### src/rtl/sss_pkg.sv
/*
  startup strap mode sequencer package: states, strap result carrier,
  register offsets, field positions, reset values and timing counts.
  assumes a single 250 mhz clock (mclk) in every user of the package.
*/
package sss_pkg;

  // ***********************************************************
  // clock and timing
  // ***********************************************************
  localparam int unsigned CLK_PERIOD_NS = 4;
  // settle time on the straps inside initialisation mode
  localparam int unsigned INIT_DETECT_NS = 1000;
  // restart_active_time, in microseconds
  localparam int unsigned RESTART_ACTIVE_US = 2;
  // least times round up to whole cycles
  localparam int unsigned INIT_DETECT_CYC =
    (INIT_DETECT_NS + CLK_PERIOD_NS - 1) / CLK_PERIOD_NS;
  localparam int unsigned RESTART_ACTIVE_CYC =
    (RESTART_ACTIVE_US * 1000 + CLK_PERIOD_NS - 1) / CLK_PERIOD_NS;
  localparam int unsigned CNT_W = 12;

  // ***********************************************************
  // sequencer states
  // ***********************************************************
  typedef enum logic [2:0] {
    SEQ_POR,
    SEQ_DIG_INIT,
    SEQ_REG_RAMP,
    SEQ_INIT,
    SEQ_RESTART,
    SEQ_STANDBY
  } sss_state_t;

  // ***********************************************************
  // latched strap results
  // ***********************************************************
  typedef struct packed {
    logic valid;       // straps have been sampled
    logic serial_ctrl; // 1: serial-port control, 0: pin control
    logic io_5v;       // serial signalling at 5 v (high variant only)
    logic wake_out;    // 1: wake_request_output, 0: inhibit output
  } sss_strap_t;

  localparam sss_strap_t STRAP_RST = '{default: 1'b0};

  // ***********************************************************
  // register map (byte addresses)
  // ***********************************************************
  localparam logic [3:0] REG_STATUS = 4'h0;
  localparam logic [3:0] REG_CONTROL = 4'h4;
  // status fields
  localparam int unsigned ST_STATE_LSB = 0;
  localparam int unsigned ST_VALID_BIT = 4;
  localparam int unsigned ST_SERIAL_BIT = 5;
  localparam int unsigned ST_IO5V_BIT = 6;
  localparam int unsigned ST_WAKE_BIT = 7;
  localparam int unsigned ST_BROWN_BIT = 8;
  // control fields
  localparam int unsigned CT_HOLD_BIT = 0;
  localparam logic CT_HOLD_RST = 1'b0;

  // ***********************************************************
  // synchronised pin inputs
  // ***********************************************************
  localparam int unsigned N_PINS = 7;

endpackage : sss_pkg

### src/rtl/sss_sync.sv
/*
  two flip-flop synchroniser for a vector of level inputs.
  assumes the inputs are quasi-static comparator and strap levels.
*/
`timescale 1ns/100ps
`default_nettype none

module sss_sync #(
  parameter int unsigned W = 1
) (
  // clock and reset
  input wire logic mclk,
  input wire logic rst_n,
  // levels
  input wire logic [W-1:0] async_in,
  output logic [W-1:0] sync_out
);

  // first stage is read only by the second stage
  logic [W-1:0] meta_q;

  // ***********************************************************
  // two-stage capture
  // ***********************************************************
  always_ff @(posedge mclk or negedge rst_n) begin
    if (!rst_n) begin
      meta_q <= '0;
      sync_out <= '0;
    end else begin
      meta_q <= async_in;
      sync_out <= meta_q;
    end
  end

endmodule // sss_sync

`default_nettype wire

### src/rtl/sss_seq.sv
/*
  startup strap mode sequencer: steps from power-on reset through
  digital release and regulator ramp into initialisation mode, samples
  the control-select and wake/inhibit straps, then goes through restart
  into standby. an avalon-mm slave shows state and strap results.
  assumes analog comparator flags and strap detectors arrive
  asynchronously and rst_n is the power-on reset.
*/
// Summary of operation
// - control mode fixed until next power-on reset or brownout
// - strap at ground selects pin control
// - strap floating or high selects serial control
// - high variant: float 3.3 v, pulled-up 5 v
// - 100k pull-down gives wake output, else inhibit
// - wake/inhibit detection done inside initialisation mode
// - por comparator releases digital logic and clocks
// - supply ok starts ramp; regulator ok enters init
// - init exit follows the sampled control strap
// - brownout restarts the whole power-up sequence
// - restart mode lasts restart time, then standby
`timescale 1ns/100ps
`default_nettype none

module sss_seq
  import sss_pkg::*;
(
  // clock and power-on reset
  input wire logic mclk,
  input wire logic rst_n,
  // analog comparator flags
  input wire logic por_rising_ok,
  input wire logic supply_uv_ok,
  input wire logic regulator_uv_ok,
  // strap detectors and variant select
  input wire logic ctrl_strap_low,
  input wire logic ctrl_strap_high,
  input wire logic wake_pulldown_det,
  input wire logic high_variant,
  // sequencer outputs
  output logic digital_release_q,
  output logic ldo_enable_q,
  output logic init_mode_q,
  output logic restart_mode_q,
  output logic standby_mode_q,
  output logic pin_ctrl_en_q,
  output logic serial_ctrl_en_q,
  output logic io_5v_q,
  output logic wake_request_output_q,
  output logic high_voltage_inhibit_output_q,
  // avalon-mm slave
  input wire logic [3:0] avs_address,
  input wire logic avs_read,
  input wire logic avs_write,
  input wire logic [31:0] avs_writedata,
  output logic [31:0] avs_readdata,
  output logic avs_waitrequest
);

  // ***********************************************************
  // input synchronisation
  // ***********************************************************
  logic [N_PINS-1:0] pins_raw; // asynchronous levels
  logic [N_PINS-1:0] pins_s; // synchronised levels
  assign pins_raw = {high_variant, wake_pulldown_det, ctrl_strap_high,
                     ctrl_strap_low, regulator_uv_ok, supply_uv_ok,
                     por_rising_ok};

  sss_sync #(.W(N_PINS)) u_sync (
    .mclk(mclk),
    .rst_n(rst_n),
    .async_in(pins_raw),
    .sync_out(pins_s)
  );

  wire por_ok = pins_s[0];
  wire sup_ok = pins_s[1];
  wire reg_ok = pins_s[2];
  wire strap_lo = pins_s[3];
  wire strap_hi = pins_s[4];
  wire wake_pd = pins_s[5];
  wire hv_var = pins_s[6];

  // ***********************************************************
  // state and counters
  // ***********************************************************
  sss_state_t state_q, state_d;
  logic [CNT_W-1:0] cnt_q, cnt_d; // dwell counter in init and restart
  sss_strap_t strap_q, strap_d; // latched strap results
  logic brownout_seen_q, brownout_seen_d; // sticky, cleared on read
  logic hold_q, hold_d; // software hold in restart mode

  // dwell limits
  localparam logic [CNT_W-1:0] DETECT_LAST = CNT_W'(INIT_DETECT_CYC - 1);
  localparam logic [CNT_W-1:0] RESTART_LAST =
    CNT_W'(RESTART_ACTIVE_CYC - 1);

  // brownout: supply fell below its falling threshold after start
  wire brownout = !sup_ok && (state_q != SEQ_POR)
                  && (state_q != SEQ_DIG_INIT);
  wire detect_done = (state_q == SEQ_INIT) && (cnt_q == DETECT_LAST);
  wire restart_done = (state_q == SEQ_RESTART) && (cnt_q >= RESTART_LAST)
                      && !hold_q;

  // strap decode, valid only at the sampling moment
  wire samp_serial = !strap_lo;
  wire samp_5v = samp_serial && hv_var && strap_hi;
  wire samp_wake = wake_pd;

  // ***********************************************************
  // next-state logic
  // ***********************************************************
  always_comb begin
    state_d = state_q;
    cnt_d = cnt_q;
    strap_d = strap_q;
    unique case (state_q)
      SEQ_POR: begin
        // digital logic and clocks released by the por comparator
        if (por_ok) begin
          state_d = SEQ_DIG_INIT;
        end
      end
      SEQ_DIG_INIT: begin
        // wait for the supply to clear its rising undervoltage level
        if (!por_ok) begin
          state_d = SEQ_POR;
        end else if (sup_ok) begin
          state_d = SEQ_REG_RAMP;
        end
      end
      SEQ_REG_RAMP: begin
        // ldo ramps until the regulator comparator reports ok
        if (reg_ok) begin
          state_d = SEQ_INIT;
          cnt_d = '0;
        end
      end
      SEQ_INIT: begin
        cnt_d = cnt_q + 1'b1;
        if (detect_done) begin
          // sample once, before leaving init
          if (!strap_q.valid) begin
            strap_d = '{valid: 1'b1, serial_ctrl: samp_serial,
                        io_5v: samp_5v, wake_out: samp_wake};
          end
          state_d = SEQ_RESTART;
          cnt_d = '0;
        end
      end
      SEQ_RESTART: begin
        if (cnt_q < RESTART_LAST) begin
          cnt_d = cnt_q + 1'b1;
        end
        if (restart_done) begin
          state_d = SEQ_STANDBY;
        end
      end
      SEQ_STANDBY: begin
        // later modes are handled elsewhere
        state_d = SEQ_STANDBY;
      end
    endcase
    // brownout overrides every state past digital init and forgets the straps
    if (brownout) begin
      state_d = SEQ_POR;
      cnt_d = '0;
      strap_d = STRAP_RST;
    end
  end

  // ***********************************************************
  // register file, avalon-mm slave
  // ***********************************************************
  wire bus_req = avs_read || avs_write;
  wire bus_take = bus_req && !avs_waitrequest; // the completing edge
  wire sel_status = (avs_address == REG_STATUS);
  wire sel_control = (avs_address == REG_CONTROL);
  wire ctl_wr = avs_write && bus_take && sel_control;
  wire st_rd = avs_read && bus_take && sel_status;

  logic [31:0] status_word;
  logic [31:0] rdata_d;
  always_comb begin
    status_word = '0;
    status_word[ST_STATE_LSB +: 3] = state_q;
    status_word[ST_VALID_BIT] = strap_q.valid;
    status_word[ST_SERIAL_BIT] = strap_q.serial_ctrl;
    status_word[ST_IO5V_BIT] = strap_q.io_5v;
    status_word[ST_WAKE_BIT] = strap_q.wake_out;
    status_word[ST_BROWN_BIT] = brownout_seen_q;
    rdata_d = '0; // unmapped addresses read as zero
    if (sel_status) begin
      rdata_d = status_word;
    end else if (sel_control) begin
      rdata_d[CT_HOLD_BIT] = hold_q;
    end
  end

  // hold bit keeps the block in restart mode for software inspection
  assign hold_d = ctl_wr ? avs_writedata[CT_HOLD_BIT] : hold_q;
  // a new brownout wins over a clearing read
  assign brownout_seen_d = brownout || (brownout_seen_q && !st_rd);

  // ***********************************************************
  // state registers
  // ***********************************************************
  always_ff @(posedge mclk or negedge rst_n) begin
    if (!rst_n) begin
      state_q <= SEQ_POR;
      cnt_q <= '0;
      strap_q <= STRAP_RST;
      brownout_seen_q <= 1'b0;
      hold_q <= CT_HOLD_RST;
    end else begin
      state_q <= state_d;
      cnt_q <= cnt_d;
      strap_q <= strap_d;
      brownout_seen_q <= brownout_seen_d;
      hold_q <= hold_d;
    end
  end

  // bus answer: one wait cycle, then a single low waitrequest cycle
  always_ff @(posedge mclk or negedge rst_n) begin
    if (!rst_n) begin
      avs_waitrequest <= 1'b1;
      avs_readdata <= '0;
    end else begin
      avs_waitrequest <= !(bus_req && avs_waitrequest);
      if (bus_req && avs_waitrequest) begin
        avs_readdata <= rdata_d;
      end
    end
  end

  // ***********************************************************
  // registered outputs
  // ***********************************************************
  wire in_run = (state_q == SEQ_RESTART) || (state_q == SEQ_STANDBY);
  always_ff @(posedge mclk or negedge rst_n) begin
    if (!rst_n) begin
      digital_release_q <= 1'b0;
      ldo_enable_q <= 1'b0;
      init_mode_q <= 1'b0;
      restart_mode_q <= 1'b0;
      standby_mode_q <= 1'b0;
      pin_ctrl_en_q <= 1'b0;
      serial_ctrl_en_q <= 1'b0;
      io_5v_q <= 1'b0;
      wake_request_output_q <= 1'b0;
      high_voltage_inhibit_output_q <= 1'b0;
    end else begin
      digital_release_q <= (state_q != SEQ_POR);
      ldo_enable_q <= (state_q != SEQ_POR)
                      && (state_q != SEQ_DIG_INIT);
      init_mode_q <= (state_q == SEQ_INIT);
      restart_mode_q <= (state_q == SEQ_RESTART);
      standby_mode_q <= (state_q == SEQ_STANDBY);
      // exit flow chosen by the latched control strap
      pin_ctrl_en_q <= in_run && !strap_q.serial_ctrl;
      serial_ctrl_en_q <= in_run && strap_q.serial_ctrl;
      io_5v_q <= in_run && strap_q.io_5v;
      wake_request_output_q <= in_run && strap_q.wake_out;
      high_voltage_inhibit_output_q <= in_run
                                       && !strap_q.wake_out;
    end
  end

endmodule // sss_seq

`default_nettype wire

### config.mk
export PLATFORM = sky130hd
export DESIGN_NAME = sss_seq
export DESIGN_NICKNAME = d
export VERILOG_FILES = /design/src/rtl/sss_pkg.sv /design/src/rtl/sss_sync.sv /design/src/rtl/sss_seq.sv
export SDC_FILE = /design/constraint.sdc
export NUM_CORES = 1
export LEC_CHECK = 0
export BUFFER_PORTS_ARGS = -buffer_cell sky130_fd_sc_hd__clkbuf_2
export CAP_MARGIN = 5
export CELL_PAD_IN_SITES_DETAIL_PLACEMENT = 1
export CELL_PAD_IN_SITES_GLOBAL_PLACEMENT = 2
export CORE_MARGIN = 4
export CORE_UTILIZATION = 27
export DETAILED_ROUTE_END_ITERATION = 10
export PLACE_DENSITY = 0.75
export SETUP_SLACK_MARGIN = 0.5
export SLEW_MARGIN = 40
export SYNTH_ARGS = -nofsm -noshare
export SYNTH_HDL_FRONTEND = slang
export SYNTH_HIERARCHICAL = 1
export SYNTH_SLANG_ARGS = --single-unit
### constraint.sdc
create_clock -name mclk -period 2.07 [get_ports mclk]
set_clock_uncertainty 0.1 [all_clocks]
set_input_delay 0.207 -clock mclk [delete_from_list [all_inputs] [get_ports mclk]]
set_output_delay 0.207 -clock mclk [all_outputs]
set_load 0.01 [all_outputs]
; Word-level counts from Yosys, hierarchy flattened
; Index checks and enable logic that the tools add are counted.
[word_totals]
ff_bits = 78
inputBits = 47
out_inout_bits = 43
word_cells = 101
[classes]
add_sub_neg = 1
n_lt_le_gt_ge = 2
eq_ne = 15
n_mux = 20
n_reduce_logical = 41
[ops]
columns = op, n
row1 = two-way mux 12 bit, 4
row2 = case mux 12 bit (3 select lines), 1
row3 = two-way mux 3 bit, 8
row4 = logical AND 1 bit, 20
row5 = case mux 3 bit (6 select lines), 1
row6 = "adder 12 x 1 -> 12 bit, second input constant", 1
row7 = "== test 12 x 8 -> 1 bit, second input constant", 1
row8 = "greater-or-equal comparator 12 x 9 -> 1 bit, second input constant", 1
row9 = "less-than comparator 12 x 9 -> 1 bit, second input constant", 1
row10 = two-way mux 4 bit, 3
row11 = "!= test 3 bit, second input constant", 3
row12 = zero test 1 bit, 8
row13 = two-way mux 8 bit, 1
row14 = "== test 3 x 2 -> 1 bit, second input constant", 2
row15 = "== test 3 bit, second input constant", 2
row16 = "!= test 3 x 2 -> 1 bit, second input constant", 2
row17 = AND reduction 3 bit, 2
row18 = AND reduction 5 bit, 1
row19 = "== test 4 x 3 -> 1 bit, second input constant", 1
row20 = zero test 4 bit, 1
row21 = "!= test 4 x 3 -> 1 bit, second input constant", 1
row22 = nonzero test 2 bit, 2
row23 = nonzero test 4 bit, 1
row24 = "== test 3 x 1 -> 1 bit, second input constant", 1
row25 = other kinds (7), 10

; Longest topological paths before layout
; Gate-level depths: netlist of the first run.
[logic_depth]
depth_word = 7
depth_mapped = 8
depth_no_buf = 7

; Modules after synthesis
; The synthesis of the first run kept the hierarchy.
[by_module_without_submodules]
columns = module, instances, cells_per_inst, area_per_inst_um2, seq_area_each_um2
row1 = sss_seq, 1, 207, 2157.1, 1002.2
row2 = sss_sync, 1, 14, 350.3, 350.3

; Least setup slack after synthesis of the first run
; OpenSTA, ideal clock, no wires.
[synth_timing]
path_kind = register to register
start = reg cnt_q[0]
end = reg cnt_q[10]
setup_ns = 0.121
arrival_ns = 1.810
required_time_ns = 1.849
setup_slack_ns = 0.039
path_stages_with_launch = 8
path_buffers = 1
synth_period_minus_slack_ns = 2.031
path_cell_list = dfrtp_1 ha_1 or3_4 a31oi_4 o211ai_4 buf_6 a21o_1 a22o_1
[synth_via]
elab_chain_cells = 5
word_cells_on_any_way = 10
classes_between = add/sub (1) / order compare (1) / eq/ne (2) / mux (4) / reduce/logical (2)
[synth_lines]
columns = element, line
row1 = "start, declared", sss_seq.sv:87  ; logic [CNT_W-1:0] cnt_q, cnt_d;
row2 = "start signal, assigned", sss_seq.sv:216  ; cnt_q <= cnt_d;
row3 = branches (longest 5 deep; another with adder 12 x 1 -> 12 bit), -
; Parallel ways; which one is timed is not known. The select of a mux whose other input is x is not followed.
; A chain may end at the register's enable or synchronous reset.

; Final worst setup path of the first run
[layout_timing]
start = reg cnt_q[0]
end = reg cnt_q[6]
; Same word-level chain as after synthesis.

==> reports/results.tsv, run 1 <==
stage	metric	value	unit
run_status	outcome	complete, no violations	
global_routing	GRT Total Usage	10.9	%
placement	dpl cells	377	
drt	drt wl/cell	14.3	um
placement	GP Congestion	0.749	
global_routing	first-pass GRT wire length	9680	um
hold_path	Worst Hold Class	input pin to flip-flop	
global_routing	Remaining Overflow, GRT	0	
drt	vias post-DR	1862	
synthesis	synth top area cells	dfrtp_1, buf_4, a22o_1, nor2_1, mux2i_1	
drt	drt pass-1 iters	4	
drt	Via density	4.56	
power_and_ir_drop	VDD IR max	0.301	mV
drt	post-route ant nets	0	
sta	Worst slew margin	62.4	%
synthesis	post-synth top area share	52.9	%
sta	Tightest Pin Transition	557	ps
die	area of the core	0.00889	mm^2
die	Die Span Y	104	um
sta	Setup-failing EPs final	0	
setup_path	FF-to-FF End	cnt_q[6]$_DFFE_PN0P_	
setup_path	flop2flop setup slack	60	ps
synthesis	post-synthesis async set-or-reset flop share	100	%
synthesis	Synth Cell Area	0.00251	mm^2
job	MaxCap Viol Count	0	
placement	placed inst area	0.00286	mm^2
drt	routed wire length	5830	um
sta	crit share post-route	97.3	%
setup_path	R2R depth	7	
clocking	total CTS buffers	5	
synthesis	Yosys top cell by area	dfrtp_1	
global_routing	initial antenna violation count	0	
layout	final non-filler cell total	408	
clocking	clock latency on the worst-skew pair	310	ps
clocking	CTS root buffer	clkbuf_8	
layout	Layout area overhead	29.9	%
synthesis	synth warn	6	
die	Site Rows	34	
sta	RSZ-0062 raised after global routing	yes	
die	num ports	90	
synthesis	Syn Inst Count	221	
setup_path	Worst EP required	2180	ps
synthesis	ys flop type	dfrtp_1	
power_and_ir_drop	LEAKAGE	1.58	nW
global_routing	vias in the first global route	1991	
synthesis	count of flip-flops with a built-in enable after synthesis	0	
die	die area	0.0109	mm^2
sta	Fmax	0.496	GHz
setup_path	crit path from	cnt_q[0]$_DFFE_PN0P_	
clocking	CTS Buffer Depth	2	
setup_path	CP Capture Point	cnt_q[6]$_DFFE_PN0P_	
sta	Final Hold Fails	0	
clocking	# clock sinks	54	
sta	min cycle time layout	2010	ps
setup_path	Setup Crit Path Kind	flip-flop to flip-flop	
drt	number of remaining DRC errors	0	
synthesis	Yosys cell types	47	
setup_path	Critical Path AT	2130	ps
power_and_ir_drop	Total Power	2.44	mW
synthesis	synthesis-stage register bit count	54	
layout	cell area after layout	0.00326	mm^2
clocking	CTS clk-pin slew, worst paths	110	ps
power_and_ir_drop	Power per Cell Area	749	mW/mm^2
clocking	CTS tree	done	
die	Die W	104	um
setup_path	CP Max Fanout	6	
synthesis	Post-Syn Area per Cell	11.3	um^2
synthesis	Seq/Total Area, Yosys	53.9	%
placement	DP HPWL	4090	um
layout	share of layout cells above drive strength 1	35.0	%
die	Initial Utilization	28.2	%
placement	port bufs	34	
drt	DR iter-0 viols	29	
setup_path	RR Startpoint	cnt_q[0]$_DFFE_PN0P_	
clocking	CTS H-tree depth	2	
global_routing	pin count of the biggest net entering global routing	36	
layout	Net count, final	348	
setup_path	crit path launch type	flip-flop	
setup_path	crit end category	flip-flop	
layout	diode count	0	
sta	max-slew violations	0	
synth_stat cells, types with 2 or more instances:
library cell,n
dfrtp_1,53
nor2_1,19
buf_6,2
nor3_1,2
a21oi_1,5
nand2_1,12
and4_1,2
and3_1,4
buf_4,24
ha_1,2
or3_4,3
o21ai_0,5
buf_2,3
o21ai_1,5
o31ai_2,3
clkbuf_1,2
or3_1,3
nand3_1,9
a21o_1,4
o22ai_1,4
and2_1,4
nand4_1,3
a22o_1,11
mux2i_1,5
inv_1,10
critical path: stages, from the launching register on:
cell and delay, ps:
dfrtp_1 410, ha_2 190, or3_4 340, a31oi_4 240
buf_6 140, o211ai_4 120, a21o_1 190, a22o_1 190
layout make-up:
| cell class | count | area [um^2] |
|---|---|---|
| well taps | 108 | 135 |
| inverters | 11 | 41.3 |
| clock buffers | 5 | 68.8 |
| repair buffers | 78 | 564 |
| multi-input cells | 149 | 1050 |
| fillers | 1000 | 5630 |
| clock inverters | 3 | 47.5 |
| flip-flops and latches | 54 | 1350 |
state kept, by name, summed over array words and instances, names as in the netlist, 3 cells and up:
register and count:
status_word 4, u_sync/meta_q 7, state_q 3, avs_readdata 8, u_sync/sync_out 7, cnt_q 12
placed cells by master (no fill, tap or decap), types with 8 or more instances in the layout:
cell	n
dfrtp_1	52
a22o_1	11
dlygate4sd3_1	8
buf_4	29
conb_1	24
inv_1	10
clkbuf_2	34
nand2_1	12
nand3_1	8
nor2_1	18
report_power, final:
| part | total [mW] | internal [mW] | switching [mW] |
|---|---|---|---|
| clock network | 0.730 | 0.367 | 0.362 |
| registers | 1.16 | 1.12 | 0.0444 |
| logic | 0.545 | 0.243 | 0.302 |
stage by stage:
step	hold WS, ps	utilization, %	TNS [ps]	setup WS (ps)
after floorplan	-189	-	0	109
after global placement	119	32.1	0	17.3
after detailed placement	122	32.1	-7.83	-7.83
after CTS	28.8	36.2	0	50.6
after global routing	36.7	36.6	-58.7	-14.6
final	41.6	36.6	0	55.2
kinds of logic (layout without fill, tap and decap cells):
logic type | Yosys count | after routing | synth area share [%]
buffers and inverters | 42 | 97 | 10.6
and+or+nand+nor | 68 | 68 | 15.4
DFF | 54 | 54 | 53.9
AOI/OAI and AO/OA | 48 | 49 | 16.5
adders and majority gates | 2 | 2 | 0.998
muxes | 6 | 6 | 2.45
other | 1 | 24 | 0.150
routing by layer:
layer | vias up | global-route usage [%] | share of wire (%)
met1 | 921 | 12.9 | 43
li1 | 890 | - | -
met5 | - | 0 | 0
met4 | 0 | 2.94 | 1.4
met2 | 44 | 19.2 | 51
met3 | 7 | 2.98 | 4.7
how the worst min path moves through the flow:
| stage | from | to | slack (ps) | cells past startpoint |
|---|---|---|---|---|
| after floorplan | rst_n | avs_readdata[0]$_DFFE_PN0P_ | -190 | 0 |
| after global placement | rst_n | restart_mode_q$_DFF_PN0_ | 120 | 1 |
| after detailed placement | rst_n | standby_mode_q$_DFF_PN0_ | 120 | 1 |
| after CTS | avs_writedata[0] | hold_q$_DFFE_PN0P_ | 30 | 2 |
| after global routing | avs_writedata[0] | hold_q$_DFFE_PN0P_ | 40 | 2 |
| final | avs_writedata[0] | hold_q$_DFFE_PN0P_ | 40 | 2 |
what timing repair did:
item / 4_1_cts / 5_1_grt
endpoints found under the setup margin: 19 / 19
gates cloned: 1 / 0
buffers inserted: 11 / 3
hold buffers: 8 / 0
pin swaps: 9 / 5
resized for setup: 12 / 5
hold endpoints to repair: 25 / 0
(Power assumes the default switching activity.)
==> run 2, diff against run 1 <==
--- a/config.mk
+++ b/config.mk
@@ -5,14 +5,16 @@
 export SDC_FILE = /design/constraint.sdc
 export NUM_CORES = 1
 export LEC_CHECK = 0
+export ABC_AREA = 1
 export BUFFER_PORTS_ARGS = -buffer_cell sky130_fd_sc_hd__clkbuf_2
 export CAP_MARGIN = 5
 export CELL_PAD_IN_SITES_DETAIL_PLACEMENT = 1
 export CELL_PAD_IN_SITES_GLOBAL_PLACEMENT = 2
 export CORE_MARGIN = 4
-export CORE_UTILIZATION = 27
+export CORE_UTILIZATION = 26
 export DETAILED_ROUTE_END_ITERATION = 10
-export PLACE_DENSITY = 0.75
+export MAX_ROUTING_LAYER = met4
+export PLACE_DENSITY = 0.76
 export SETUP_SLACK_MARGIN = 0.5
 export SLEW_MARGIN = 40
 export SYNTH_ARGS = -nofsm -noshare
==> run 2 against run 1 <==
Compared with the run above: setup slack improved by 340 ps; wire length increased by 14%; combinational power increased by 120%; area after synthesis increased by 7.8%; cell area increased by 6.3%; sequential cell count unchanged; register-to-register slack improved by 340 ps; fmax increased by 20%.
==> reports/results.tsv, run 2 <==
stage	metric	value	unit
synthesis	Post-Syn Area per Cell	8.42	um^2
sta	hold slack	5.54	ps
synthesis	post-synthesis async set-or-reset flop share	100	%
clocking	total CTS buffers	5	
synthesis	synth top area cells	dfrtp_1, nand2_1, buf_4, nand3_1, inv_1	
power_and_ir_drop	switching power	1.24	mW
drt	DR iter-0 viols	53	
setup_path	Critical Path AT	1800	ps
job	MaxCap Viol Count	0	
layout	Net count, final	439	
placement	DP HPWL	4680	um
synthesis	Yosys top cell by area	dfrtp_1	
clocking	CTS root buffer	clkbuf_8	
drt	Via density	4.20	
synthesis	Synth top cells by count	nand2_1, dfrtp_1, inv_1, nand3_1	
synthesis	Synth Cell Area	0.00270	mm^2
die	Site Rows	36	
die	Initial Utilization	27.2	%
layout	Reg with most FFs	cnt_q	
clocking	CTS clk-pin slew, worst paths	100	ps
synthesis	top-count cell post-synth	nand2_1	
layout	share of layout cells above drive strength 1	30.9	%
setup_path	CP Max Fanout	5	
sta	Fmax	0.596	GHz
die	die area	0.0121	mm^2
global_routing	first-pass GRT wire length	10900	um
synthesis	count of flip-flops with a built-in enable after synthesis	0	
sta	min cycle time layout	1680	ps
global_routing	vias in the first global route	2266	
synthesis	Yosys cell types	33	
layout	Largest register FFs	12	
synthesis	synth warn	6	
die	Die Span Y	110	um
layout	Layout area overhead	28.1	%
global_routing	pin count of the biggest net entering global routing	55	
power_and_ir_drop	LEAKAGE	1.77	nW
drt	number of remaining DRC errors	0	
placement	GP Congestion	0.826	
clocking	# clock sinks	54	
power_and_ir_drop	switch share	39.6	%
global_routing	initial antenna violation count	0	
drt	drt wl/cell	12.7	um
power_and_ir_drop	internal power	1.89	mW
synthesis	post-synth top area share	49.1	%
drt	drt pass-1 iters	4	
sta	Final Hold Fails	0	
global_routing	Remaining Overflow, GRT	0	
layout	most frequent cells in the layout	nand2_1, dfrtp_1, inv_1, clkbuf_2, conb_1	
sta	max-slew violations	0	
layout	most common cell after layout, fill and taps aside	nand2_1	
power_and_ir_drop	Reg power frac	40.0	%
setup_path	Setup Crit Path Kind	flip-flop to flip-flop	
clocking	clock latency on the worst-skew pair	320	ps
synthesis	synthesis-stage register bit count	54	
synthesis	Seq/Total Area, Yosys	50.0	%
clocking	CTS H-tree depth	2	
layout	diode count	0	
die	area of the core	0.00995	mm^2
sta	Sum Neg Setup Slack	0	ps
drt	post-route ant nets	0	
clocking	CTS tree	done	
die	Die W	110	um
synthesis	Syn Inst Count	321	
power_and_ir_drop	VDD IR max	0.339	mV
sta	Tightest Pin Transition	699	ps
clocking	CTS Buffer Depth	2	
power_and_ir_drop	logic gate share of total power	39.1	%
power_and_ir_drop	Power per Cell Area	903	mW/mm^2
power_and_ir_drop	Clk pwr share	20.9	%
synthesis	ys flop type	dfrtp_1	
setup_path	crit end category	flip-flop	
setup_path	crit path launch type	flip-flop	
die	num ports	90	
setup_path	Worst EP required	2190	ps
hold_path	Worst Hold Class	input pin to flip-flop	
run_status	outcome	complete, no violations	
sta	crit share post-route	81.0	%
placement	port bufs	34	
layout	biggest registers after layout	cnt_q: 12 flops, avs_readdata: 8 flops	
global_routing	GRT Total Usage	11.8	%
drt	routed wire length	6660	um
sta	Setup-failing EPs final	0	
drt	vias post-DR	2201	
sta	Worst slew margin	53.4	%
sta	RSZ-0062 raised after global routing	yes	
-- run 2: cell types whose count changed after synthesis, moves of 5 or more --
cell | previous run | this run
nor2_1 | 19 | 24
o21ai_0 | 5 | 17
inv_2 | 1 | 6
a22o_1 | 11 | 0
a21oi_1 | 5 | 0
nand3_1 | 9 | 33
mux2i_1 | 5 | 0
inv_1 | 10 | 34
nand2_1 | 12 | 87
-- run 2: what timing repair did --
action / 4_1_cts / 5_1_grt
resized for setup: 23 / 28
hold endpoints to repair: 60 / 0
buffers inserted: 11 / 9
hold buffers: 8 / 0
pin swaps: 11 / 24
setup endpoints to repair: 19 / 27
-- run 2: power by group through the flow --
| stage | registers [mW] | logic [mW] | clock network (mW) |
|---|---|---|---|
| detailed placement | 1.27 | 0.968 | 0 |
| floorplan | 1.28 | 0.710 | 0 |
| CTS | 1.25 | 1.13 | 0.682 |
| global route | 1.26 | 1.37 | 0.711 |
| finish | 1.25 | 1.22 | 0.653 |
| global placement | 1.27 | 0.952 | 0 |
-- run 2: worst max-delay path: stages (launching register included) --
cell	delay, ps
dfrtp_2	460
nor2_4	170
nand2_4	100
nor2_2	150
a21boi_2	230
nor2_4	90
buf_6	140
nand3_1	80
nand2_1	50
-- run 2: cell families (layout without fill, tap and decap cells) --
group                    count (synthesis)  count (layout)  share of synthesized area, %
XOR/XNOR                                 4               4                          1.30
buffers and inverters                   70             117                          13.8
AND/OR/NAND/NOR                        167             167                          28.5
adder cells (fa/ha/maj)                  2               2                         0.925
flip-flops                              54              54                          50.0
AO/OA/AOI/OAI                           23              23                          5.32
other                                    1              24                         0.139
-- run 2: through the flow --
step                      instance area [um^2]  util [%]  setup WS [ps]  power (mW)  instances
after floorplan                           2790         -            503        1.99        344
after global placement                    2960      29.7            304        2.22        488
after detailed placement                  2960      29.7            270        2.24        488
after CTS                                 3300      33.1            390        3.06        515
after global routing                      3460      34.8            333        3.35        524
final                                     3460      34.8            393        3.13        524
-- run 2: routing by layer --
layer	global-route usage, %	part of all wire [%]	wire length (um)
met2	19.5	50	3320
met5	-	0	0
met4	4.72	1.6	107
met3	1.46	3.8	250
met1	14.8	45	2980
-- run 2: area by class of cell --
| cell class | count | area (um^2) |
|---|---|---|
| Clock buffer | 5 | 68.8 |
| Clock inverter | 3 | 28.8 |
| Fill cell | 1185 | 6490 |
| Inverter | 42 | 168 |
| Multi-Input combinational cell | 220 | 1210 |
| Sequential cell | 54 | 1360 |
| Tap cell | 133 | 166 |
| Timing Repair Buffer | 67 | 460 |
-- run 2: worst paths after layout --
kind,startpoint,to,slack [ps],depth (start not counted)
max in group asynchronous,rst_n,state_q[0]$_DFFE_PN0P_,920,3
worst min register to register,u_sync/meta_q[3]$_DFF_PN0_,u_sync/sync_out[3]$_DFF_PN0_,260,0
worst max register to register,state_q[0]$_DFFE_PN0P_,cnt_q[9]$_DFFE_PN0P_,390,8
worst max-delay path,state_q[0]$_DFFE_PN0P_,cnt_q[9]$_DFFE_PN0P_,390,8
worst min-delay path,avs_writedata[0],hold_q$_DFFE_PN0P_,6,3
min in group asynchronous,rst_n,cnt_q[1]$_DFFE_PN0P_,430,3
